[config.mk]
export PLATFORM = sky130hd
export DESIGN_NAME = ccs_ctrl
export DESIGN_NICKNAME = d
export VERILOG_FILES = /design/src/core/ccs_pkg.sv /design/src/core/ccs_ctrl.sv
export VERILOG_INCLUDE_DIRS = /design/src /design/src/core
export SDC_FILE = /design/constraint.sdc
export NUM_CORES = 1
export LEC_CHECK = 0
export BUFFER_PORTS_ARGS = -buffer_cell sky130_fd_sc_hd__buf_2
export CORE_ASPECT_RATIO = 0.6
export CORE_MARGIN = 5
export CORE_UTILIZATION = 39
export DETAILED_ROUTE_END_ITERATION = 10
export PLACE_DENSITY = 0.69
export SLEW_MARGIN = 5
export SYNTH_ARGS = -nofsm -noshare
export SYNTH_HDL_FRONTEND = slang
export SYNTH_SLANG_ARGS = --single-unit
[constraint.sdc]
create_clock -name clk -period 2.3 [get_ports clk]
set_clock_uncertainty 0.1 [all_clocks]
set_input_delay 0.46 -clock clk [delete_from_list [all_inputs] [get_ports clk]]
set_output_delay 0.46 -clock clk [all_outputs]
set_load 0.005 [all_outputs]
[src/core/ccs_defines.svh]
// register offsets, bit positions, reset values and timing counts of the clock select block
`ifndef CCS_DEFINES_SVH
`define CCS_DEFINES_SVH

// ==========================================================
// register map
`define CCS_OFF_CLKS 8'h00
`define CCS_OFF_STAT 8'h01

// ==========================================================
// clock select register fields
`define CCS_BIT_PLL_SEL 7
`define CCS_BIT_PSTOP 6
`define CCS_BIT_WD_ACLK_DIS 5
`define CCS_BIT_WD_SRC_HIGH 4
`define CCS_BIT_TICK_PSR 3
`define CCS_BIT_WD_PSR 2
`define CCS_BIT_TICK_SEL 1
`define CCS_BIT_WD_SRC_LOW 0
`define CCS_CLKS_RESET 8'h80

// ==========================================================
// status register fields
`define CCS_STAT_OSC_Q 0
`define CCS_STAT_WD_ONCE 1
`define CCS_STAT_RESET_OK 2
`define CCS_STAT_IN_STOP 3

// ==========================================================
// timing
`define CCS_BUS_DIV 2
`define CCS_ACLK_LAT_MAX 4
`define CCS_ACLK_SYNC 2

`endif

[src/core/ccs_pkg.sv]
// types of the clock select block
package ccs_pkg;

  // ========================================================
  // watchdog clock source
  typedef enum logic [1:0] {
    CCS_WD_IRC = 2'b00,
    CCS_WD_OSC = 2'b01,
    CCS_WD_ACLK = 2'b10
  } ccs_wd_src_e;

  // ========================================================
  // register bus request
  typedef struct packed {
    logic [7:0] addr;
    logic [7:0] wdata;
    logic wr;
    logic rd;
  } ccs_bus_s;

  // ========================================================
  // block state
  typedef struct packed {
    logic [7:0] clks;
    logic wd_once;
    logic low_reset_ok;
    logic stop_d;
    logic [1:0] aclk_pipe;
    logic wd_restart;
    logic tick_restart;
    logic [7:0] rdata;
  } ccs_state_s;

endpackage

[src/core/ccs_ctrl.sv]
// clock source select and stop-mode clock gating control
//
// Implementation choices: strobed register access and the address map.
`timescale 1ns/1ps
`include "ccs_defines.svh"

// How it works
// - write lock set: all writes ignored
// - special mode, unlocked: every bit writable
// - normal mode: pll, pstop, run bits, tick writable
// - normal: watchdog bits frozen after watchdog write
// - low select cleared by osc loss: settable again
// - high select free, never cleared by hardware
// - pll select cleared only when qualified, forced on loss
// - full stop entry forces pll select
// - system clock from pll or osc, bus halved; code only drives sys_clk_from_pll, no bus divider
// - pstop bit keeps oscillator in stop
// - aclk disable gates watchdog aclk in stop
// - aclk gate synchronised, at most four aclk cycles
// - wakeup timer aclk never gated
// - high select: aclk, low changes ignored
// - high select change restarts watchdog
// - tick runs in pseudo stop if both set and tick select on osc
// - watchdog runs in pseudo stop if both set and osc source selected
// - tick select needs qualification, change restarts
// - low select needs qualification, change restarts watchdog unless high select set
module ccs_ctrl import ccs_pkg::*; #(
  parameter int ADDR_W = 8
) (
  // clock and reset
  input wire logic clk,
  input wire logic rst,
  // register port
  input wire logic [ADDR_W-1:0] addr,
  input wire logic [7:0] wdata,
  input wire logic wr,
  input wire logic rd,
  output logic [7:0] rdata,
  // chip status
  input wire logic write_lock_flag,
  input wire logic special_mode,
  input wire logic watchdog_ctrl_write,
  input wire logic osc_qualified,
  input wire logic stop_mode,
  input wire logic aclk_tick,
  // clock selection
  output logic sys_clk_from_pll,
  output logic osc_run_in_stop,
  output ccs_wd_src_e watchdog_src,
  output logic watchdog_restart,
  output logic watchdog_clk_run,
  output logic watchdog_aclk_en,
  output logic tick_from_osc,
  output logic tick_restart,
  output logic tick_clk_run,
  output logic wakeup_aclk_en
);

  // ========================================================
  // elaboration checks
  if (ADDR_W < 8) begin : g_bad_addr
    $error("ADDR_W must be at least 8");
  end

  // ========================================================
  // state
  ccs_state_s st;
  ccs_state_s next_st;
  ccs_bus_s bus;
  logic hit_clks;
  logic hit_stat;
  logic wr_ok;
  logic full_stop_entry;
  logic [7:0] wmask;
  logic [7:0] cand;
  logic aclk_gate_req;

  assign bus = {addr[7:0], wdata, wr, rd};
  assign hit_clks = (addr == ADDR_W'(`CCS_OFF_CLKS));
  assign hit_stat = (addr == ADDR_W'(`CCS_OFF_STAT));

  // ========================================================
  // next state
  always_comb begin
    next_st = st;
    wr_ok = bus.wr && hit_clks && !write_lock_flag;
    full_stop_entry = stop_mode && !st.stop_d && !st.clks[`CCS_BIT_PSTOP];
    // bits writable in the current mode
    if (special_mode) begin
      wmask = 8'hff;
    end else begin
      wmask = 8'h00;
      wmask[`CCS_BIT_PLL_SEL] = 1'b1;
      wmask[`CCS_BIT_PSTOP] = 1'b1;
      wmask[`CCS_BIT_TICK_PSR] = 1'b1;
      wmask[`CCS_BIT_WD_PSR] = 1'b1;
      wmask[`CCS_BIT_TICK_SEL] = 1'b1;
      if (!st.wd_once) begin
        wmask[`CCS_BIT_WD_ACLK_DIS] = 1'b1;
        wmask[`CCS_BIT_WD_SRC_HIGH] = 1'b1;
        wmask[`CCS_BIT_WD_SRC_LOW] = 1'b1;
      end else if (st.low_reset_ok && bus.wdata[`CCS_BIT_WD_SRC_LOW]) begin
        wmask[`CCS_BIT_WD_SRC_LOW] = 1'b1;
      end
    end
    cand = (st.clks & ~wmask) | (bus.wdata & wmask);
    if (wr_ok) begin
      if (!osc_qualified) begin
        cand[`CCS_BIT_PLL_SEL] = 1'b1;
        cand[`CCS_BIT_TICK_SEL] = st.clks[`CCS_BIT_TICK_SEL] & cand[`CCS_BIT_TICK_SEL];
        cand[`CCS_BIT_WD_SRC_LOW] = st.clks[`CCS_BIT_WD_SRC_LOW] & cand[`CCS_BIT_WD_SRC_LOW];
      end
      next_st.clks = cand;
      if (cand[`CCS_BIT_WD_SRC_LOW]) begin
        next_st.low_reset_ok = 1'b0;
      end
    end
    // hardware forcing wins over the write
    if (!osc_qualified) begin
      next_st.clks[`CCS_BIT_PLL_SEL] = 1'b1;
      next_st.clks[`CCS_BIT_TICK_SEL] = 1'b0;
      next_st.clks[`CCS_BIT_WD_SRC_LOW] = 1'b0;
      if (st.clks[`CCS_BIT_WD_SRC_LOW]) begin
        next_st.low_reset_ok = 1'b1;
      end
    end
    if (full_stop_entry) begin
      next_st.clks[`CCS_BIT_PLL_SEL] = 1'b1;
    end
    // write-once event of the watchdog control register
    if (watchdog_ctrl_write) begin
      next_st.wd_once = 1'b1;
    end
    next_st.stop_d = stop_mode;
    // restarts of the watchdog and tick periods
    next_st.wd_restart = (next_st.clks[`CCS_BIT_WD_SRC_HIGH] != st.clks[`CCS_BIT_WD_SRC_HIGH])
      || (!next_st.clks[`CCS_BIT_WD_SRC_HIGH] && !st.clks[`CCS_BIT_WD_SRC_HIGH]
      && next_st.clks[`CCS_BIT_WD_SRC_LOW] != st.clks[`CCS_BIT_WD_SRC_LOW]);
    next_st.tick_restart = next_st.clks[`CCS_BIT_TICK_SEL] != st.clks[`CCS_BIT_TICK_SEL];
    // aclk gate crosses over on aclk ticks
    aclk_gate_req = !(stop_mode && st.clks[`CCS_BIT_WD_ACLK_DIS]);
    if (aclk_tick) begin
      next_st.aclk_pipe = {st.aclk_pipe[0], aclk_gate_req};
    end
    // read data
    next_st.rdata = 8'h00;
    if (bus.rd && hit_clks) begin
      next_st.rdata = st.clks;
    end else if (bus.rd && hit_stat) begin
      next_st.rdata[`CCS_STAT_OSC_Q] = osc_qualified;
      next_st.rdata[`CCS_STAT_WD_ONCE] = st.wd_once;
      next_st.rdata[`CCS_STAT_RESET_OK] = st.low_reset_ok;
      next_st.rdata[`CCS_STAT_IN_STOP] = st.stop_d;
    end
  end

  always_ff @(posedge clk) begin
    if (rst) begin
      st <= '0;
      st.clks <= `CCS_CLKS_RESET;
      st.aclk_pipe <= 2'b11;
    end else begin
      st <= next_st;
    end
  end

  // ========================================================
  // outputs
  always_comb begin
    rdata = st.rdata;
    sys_clk_from_pll = st.clks[`CCS_BIT_PLL_SEL];
    osc_run_in_stop = st.clks[`CCS_BIT_PSTOP];
    if (st.clks[`CCS_BIT_WD_SRC_HIGH]) begin
      watchdog_src = CCS_WD_ACLK;
    end else if (st.clks[`CCS_BIT_WD_SRC_LOW]) begin
      watchdog_src = CCS_WD_OSC;
    end else begin
      watchdog_src = CCS_WD_IRC;
    end
    watchdog_restart = st.wd_restart;
    tick_from_osc = st.clks[`CCS_BIT_TICK_SEL];
    tick_restart = st.tick_restart;
    watchdog_aclk_en = st.aclk_pipe[1];
    wakeup_aclk_en = 1'b1;
    tick_clk_run = !stop_mode || (st.clks[`CCS_BIT_PSTOP]
      && st.clks[`CCS_BIT_TICK_PSR] && st.clks[`CCS_BIT_TICK_SEL]);
    if (!stop_mode) begin
      watchdog_clk_run = 1'b1;
    end else if (watchdog_src == CCS_WD_ACLK) begin
      watchdog_clk_run = !st.clks[`CCS_BIT_WD_ACLK_DIS];
    end else begin
      watchdog_clk_run = st.clks[`CCS_BIT_PSTOP] && st.clks[`CCS_BIT_WD_PSR]
        && (watchdog_src == CCS_WD_OSC);
    end
  end
endmodule

==> out/qor.yml, run 1 <==
status:
  outcome: "complete, no violations"
clock_network:
  cts_tree: "done"
  cts.clk_slew.worst_paths_ns: 0.09
  cts.htree.levels: 1
  clkSinkCount: 23
  post_cts_buffers: 0
  insertion_delay_ns: 0.27
  cts_buffers: 3
  holdBufCountCts: 0
  ctsLongestPathBuffers: 2
  clock-root-buffer: "clkbuf_8"
  cts-resized-gates: 0
place:
  portBuffers: 43
  routabilityCongestion: 0.783
  placed_area_um2: 1400
  pre_cts_ws_ns: -0.0548
  hpwl_um: 2270
power_and_ir_drop:
  p_leak_uw: 0.000594
  peakVddDrop_mv: 0.233
  powerDensity_nw_per_um2: 513
min_path:
  min_to: "st[14]$_SDFFE_PP0P_"
  hp-class: "primary input to flip-flop"
  min_from: "watchdog_ctrl_write"
  hold_depth: 3
synthesis:
  synth_seq_cells: 23
  yosysWarnings: 0
  ys.flop_type: "dfxtp_1"
  syn-mean-instance-area_um2: 9.36
  synth_cell_types: 41
  synth_enable_flop_cells: 0
  syn_inst: 124
  syn_area_um2: 1160
  yosysSeqAreaShare: 0.397
  synthArstFlopShare: 0
  syn_nets: 151
layout:
  design_area_um2: 1440
  area_growth_pct: 24.2
  fillCellCount: 279
  multi_input_area_um2: 589
  final_util: 0.502
  seqCellArea_um2: 460
  drive_above_1_share: 0.378
  diodes: 0
  nets: 192
timing:
  finalCritPeriodShare: 0.895
  tightestPinTransition_ns: 0.553
  setup_slack_ns: 0.240
  hold_viol: 0
  fmax_ghz: 0.486
  finalSetupTns_ns: 0
  slew_headroom: 0.630
  slew_violations: 0
  final-setup-viol-count: 0
  rsz0062_at_grt: "no"
  holdWs_ns: 0.308
  fin_crit_ns: 2.06
route:
  drt.antenna.violating_nets: 0
  wl_per_cell_um: 14.1
  vias_per_cell: 5.11
  drtIter0Drc: 38
  drtPass1Iterations: 4
  vias: 1053
  routed_wl_um: 2900
  drc_errors: 0
floorplan:
  die_h_um: 52.3
  std_cell_rows: 15
  dieArea_um2: 4200
  core_um2: 2870
  die_w_um: 80.4
  start_util: 0.404
  io_pins: 45
global_routing:
  grt.overflow.total: 0
  grt_max_degree: 20
  grtUsageTotal: 0.138
  grt_pass1_wl_um: 4470
  antenna_found_initial: 0
  grt_pass1_vias: 958
critical_path:
  path_class: "primary input to flip-flop"
  startpoint_type: "primary input"
  r2r_start: "st[14]$_SDFFE_PP0P_"
  crit_path_end_kind: "flip-flop"
  ff2ff_path_depth: 6
  reg2reg_slack_ns: 0.65
  crit_path_max_fanout: 2
  critPathArrivalTime_ns: 2.14
  r2r-end: "watchdog_restart$_SDFF_PP0_"
  cp.required_ns: 2.38
run:
  cap_violations: 0
-- routing by layer --
metal,GRT usage,wire [µm]
met5,0,0
met4,0.0197,0
met3,0.0481,201
met2,0.209,1240
met1,0.192,1460
-- critical path, cell delays in order --
cell and delay (ns):
buf_2 0.11, or4_1 0.60, nor4_4 0.33, mux2i_1 0.21, ha_1 0.16, nand2b_1 0.06, o32ai_1 0.20
-- cells by family (layout without fill, tap and decap cells) --
family                     count (synthesis)  in the layout  synth area share
and+or+nand+nor                           51             51             0.301
DFF                                       23             23             0.397
AOI/OAI and AO/OA                         22             22             0.133
buffers and inverters                     19             59            0.0959
muxes                                      7              7            0.0603
adders and majority gates                  1              1            0.0108
other                                      1              1           0.00323
-- layout make-up --
cell class,instances,share of cell area
Inverter,3,0.00781
Tap cell,42,0.0364
Clock buffer,3,0.0286
Multi-Input combinational cell,82,0.409
Timing Repair Buffer,52,0.196
Sequential cell,23,0.319
Clock inverter,1,0.00347
-- registers in the layout, summed over array words and instances, names as in the netlist, named ones only --
signal,count
watchdog_aclk_en,1
st,8
tick_from_osc,1
osc_run_in_stop,1
sys_clk_from_pll,1
watchdog_restart,1
rdata,8
tick_restart,1
-- worst max path at each step --
stage             from                           to  slack, ns  cells after the start
6_report       addr[7]  watchdog_restart$_SDFF_PP0_       0.24                      7
5_1_grt        addr[7]  watchdog_restart$_SDFF_PP0_       0.11                      7
4_1_cts        addr[7]  watchdog_restart$_SDFF_PP0_       0.23                      7
3_5_place_dp   addr[7]  watchdog_restart$_SDFF_PP0_      -0.05                      7
3_3_place_gp   addr[7]  watchdog_restart$_SDFF_PP0_      0.009                      7
2_1_floorplan  addr[0]  watchdog_restart$_SDFF_PP0_       0.02                      8
-- where the power goes --
| part | internal, µW | total, µW | switching, µW |
|---|---|---|---|
| combinational | 40.5 | 84.5 | 44.0 |
| clock | 121 | 251 | 131 |
| sequential | 401 | 403 | 2.51 |
-- placed cells by master, fill, tap and decap left out, drive strengths merged, types with 4 or more instances in the layout --
| cell | instances |
|---|---|
| nor2 | 8 |
| o31ai | 4 |
| buf | 52 |
| nor3b | 6 |
| a21oi | 4 |
| mux2i | 7 |
| nand4 | 6 |
| nor2b | 6 |
| dfxtp | 23 |
| nand2b | 8 |
-- through the flow --
step	instances	power, µW
CTS	206	741
global route	206	762
detailed placement	202	496
finish	206	739
global placement	202	493
floorplan	124	452
-- cell usage after synthesis (all sizes together), types with 2 or more instances --
| master | count | area, µm² |
|---|---|---|
| dfxtp | 23 | 460 |
| buf | 12 | 85.1 |
| nand2b | 8 | 50.1 |
| nor2 | 8 | 30.0 |
| mux2i | 7 | 70.1 |
| nand4 | 6 | 37.5 |
| nor2b | 6 | 37.5 |
| nor3b | 6 | 50.1 |
| a21oi | 4 | 20.0 |
| clkbuf | 4 | 15.0 |
| o31ai | 4 | 30.0 |
| a31oi | 3 | 18.8 |
| inv | 3 | 11.3 |
| nand3 | 3 | 15.0 |
| nor3 | 3 | 20.0 |
| nor4 | 3 | 40.0 |
| o21ai | 2 | 10.0 |
| or3b | 2 | 17.5 |
Note: power is estimated with default switching activity, not from simulation.
==> run 2: changes to the inputs <==
CELL_PAD_IN_SITES_DETAIL_PLACEMENT = 1   (was default)
CELL_PAD_IN_SITES_GLOBAL_PLACEMENT = 1   (was default)
CORE_UTILIZATION = 31   (was 39)
PLACE_DENSITY = default   (was 0.69)
PLACE_DENSITY_LB_ADDON = 0.1   (was default)
==> run 2 against run 1 <==
Against the previous run: register-to-register slack worse by 0.02 ns; critical path depth stayed put; sequential power hardly changed; sequential share of layout area is 0.14 points lower; clock power hardly changed; final area is 0.43% higher; cell count is 2.4% higher; maximum frequency is 0.76% lower; hold slack worse by 0.0088 ns; critical path type unchanged; largest cell class unchanged; largest power group unchanged.
==> out/qor.yml, run 2 (synthesis gave the netlist of run 1 again) <==
critical_path:
  r2r_start: "st[14]$_SDFFE_PP0P_"
  startpoint_type: "primary input"
  r2r-end: "watchdog_restart$_SDFF_PP0_"
  crit_path_max_fanout: 2
  reg2reg_slack_ns: 0.63
  cp.required_ns: 2.38
  ff2ff_path_depth: 6
  path_class: "primary input to flip-flop"
  critPathArrivalTime_ns: 2.15
  endpoint: "watchdog_restart$_SDFF_PP0_"
  crit_path_end_kind: "flip-flop"
  cp-startpoint: "addr[7]"
route:
  drtPass1Iterations: 4
  wl_per_cell_um: 15.4
  vias_per_cell: 5.05
  drtIter0Drc: 28
  vias: 1065
  drc_errors: 0
  drt.antenna.violating_nets: 0
  routed_wl_um: 3260
global_routing:
  use_met3: 0.0375
  busiest_layer: "met2"
  grt.overflow.total: 0
  grt_pass1_wl_um: 5260
  grt_use_met1: 0.178
  grt_max_degree: 20
  antenna_found_initial: 0
  use_met2: 0.220
  grtUsageTotal: 0.134
  grt_pass1_vias: 1109
run:
  cap_violations: 0
place:
  routabilityCongestion: 0.780
  portBuffers: 43
  dp_cells: 207
  hpwl_um: 2670
  placed_area_um2: 1400
floorplan:
  start_util: 0.319
  core_um2: 3640
  die_w_um: 89.0
  std_cell_rows: 17
  die_h_um: 57.4
  dieArea_um2: 5110
  io_pins: 45
timing:
  finalCritPeriodShare: 0.902
  fin_crit_ns: 2.08
  final-setup-viol-count: 0
  holdWs_ns: 0.299
  hold_viol: 0
  rsz0062_at_grt: "no"
  slew_violations: 0
  fmax_ghz: 0.482
clock_network:
  clock-root-buffer: "clkbuf_8"
  cts-resized-gates: 0
  cts_buffers: 3
  insertion_delay_ns: 0.26
  clkSinkCount: 23
  holdBufCountCts: 0
  post_cts_buffers: 0
  cts_tree: "done"
  cts.htree.levels: 1
  cts.clk_slew.worst_paths_ns: 0.08
  ctsLongestPathBuffers: 2
layout:
  diodes: 0
  final_cell_mix: "43 x buf_2, 23 x dfxtp_1, 9 x buf_4"
  nets: 192
  drive_above_1_share: 0.378
  final_common_cell: "buf_2"
  instances_no_fill: 211
  area_growth_pct: 24.8
  design_area_um2: 1450
  final_util: 0.398
min_path:
  hp-class: "primary input to flip-flop"
  hold_depth: 3
power_and_ir_drop:
  p_leak_uw: 0.000595
  peakVddDrop_mv: 0.210
  power.total_uw: 737
  powerDensity_nw_per_um2: 509
status:
  outcome: "complete, no violations"
==> run 2: cell counts in the layout (fill, tap and decap cells not counted) <==
No cell type changed its count.
==> run 2: worst min-delay path by stage <==
stage | from | to | slack (ns)
floorplan | st[10]$_SDFFE_PP1P_ | watchdog_aclk_en$_SDFFE_PP1P_ | 0.33
global placement | st[10]$_SDFFE_PP1P_ | watchdog_aclk_en$_SDFFE_PP1P_ | 0.34
detailed placement | st[10]$_SDFFE_PP1P_ | watchdog_aclk_en$_SDFFE_PP1P_ | 0.36
CTS | watchdog_ctrl_write | st[14]$_SDFFE_PP0P_ | 0.29
global route | watchdog_ctrl_write | st[14]$_SDFFE_PP0P_ | 0.31
finish | watchdog_ctrl_write | st[14]$_SDFFE_PP0P_ | 0.30
==> run 2: stage by stage <==
stage          setup slack [ns]  setup TNS, ns
2_1_floorplan            0.0196              0
3_3_place_gp            -0.0119        -0.0119
3_5_place_dp            -0.0553        -0.0553
4_1_cts                   0.225              0
5_1_grt                  0.0813              0
6_report                  0.225              0
==> run 2: cell type report <==
type | count | area [µm²]
Sequential cell | 23 | 460
Inverter | 3 | 11.3
Fill cell | 429 | 2190
Multi-Input combinational cell | 82 | 589
Tap cell | 47 | 58.8
Timing Repair Buffer | 52 | 283
Clock inverter | 1 | 5.00
Clock buffer | 3 | 41.3
==> run 2: worst max-delay path: stages <==
cell and delay (ns):
buf_2 0.10, or4_1 0.60, nor4_4 0.35, mux2i_1 0.23
ha_1 0.17, nand2b_1 0.06, o32ai_1 0.20
==> run 2: layer usage <==
layer,part of all wire,up-vias
met2,0.48,22
li1,-,526
met5,0,-
met1,0.47,515
met3,0.045,2
met4,0.0040,0
==> run 2: power breakdown <==
part | switching, µW | total (µW) | internal (µW)
clock network | 128 | 249 | 121
registers | 3.20 | 404 | 401
logic | 44.2 | 84.5 | 40.3
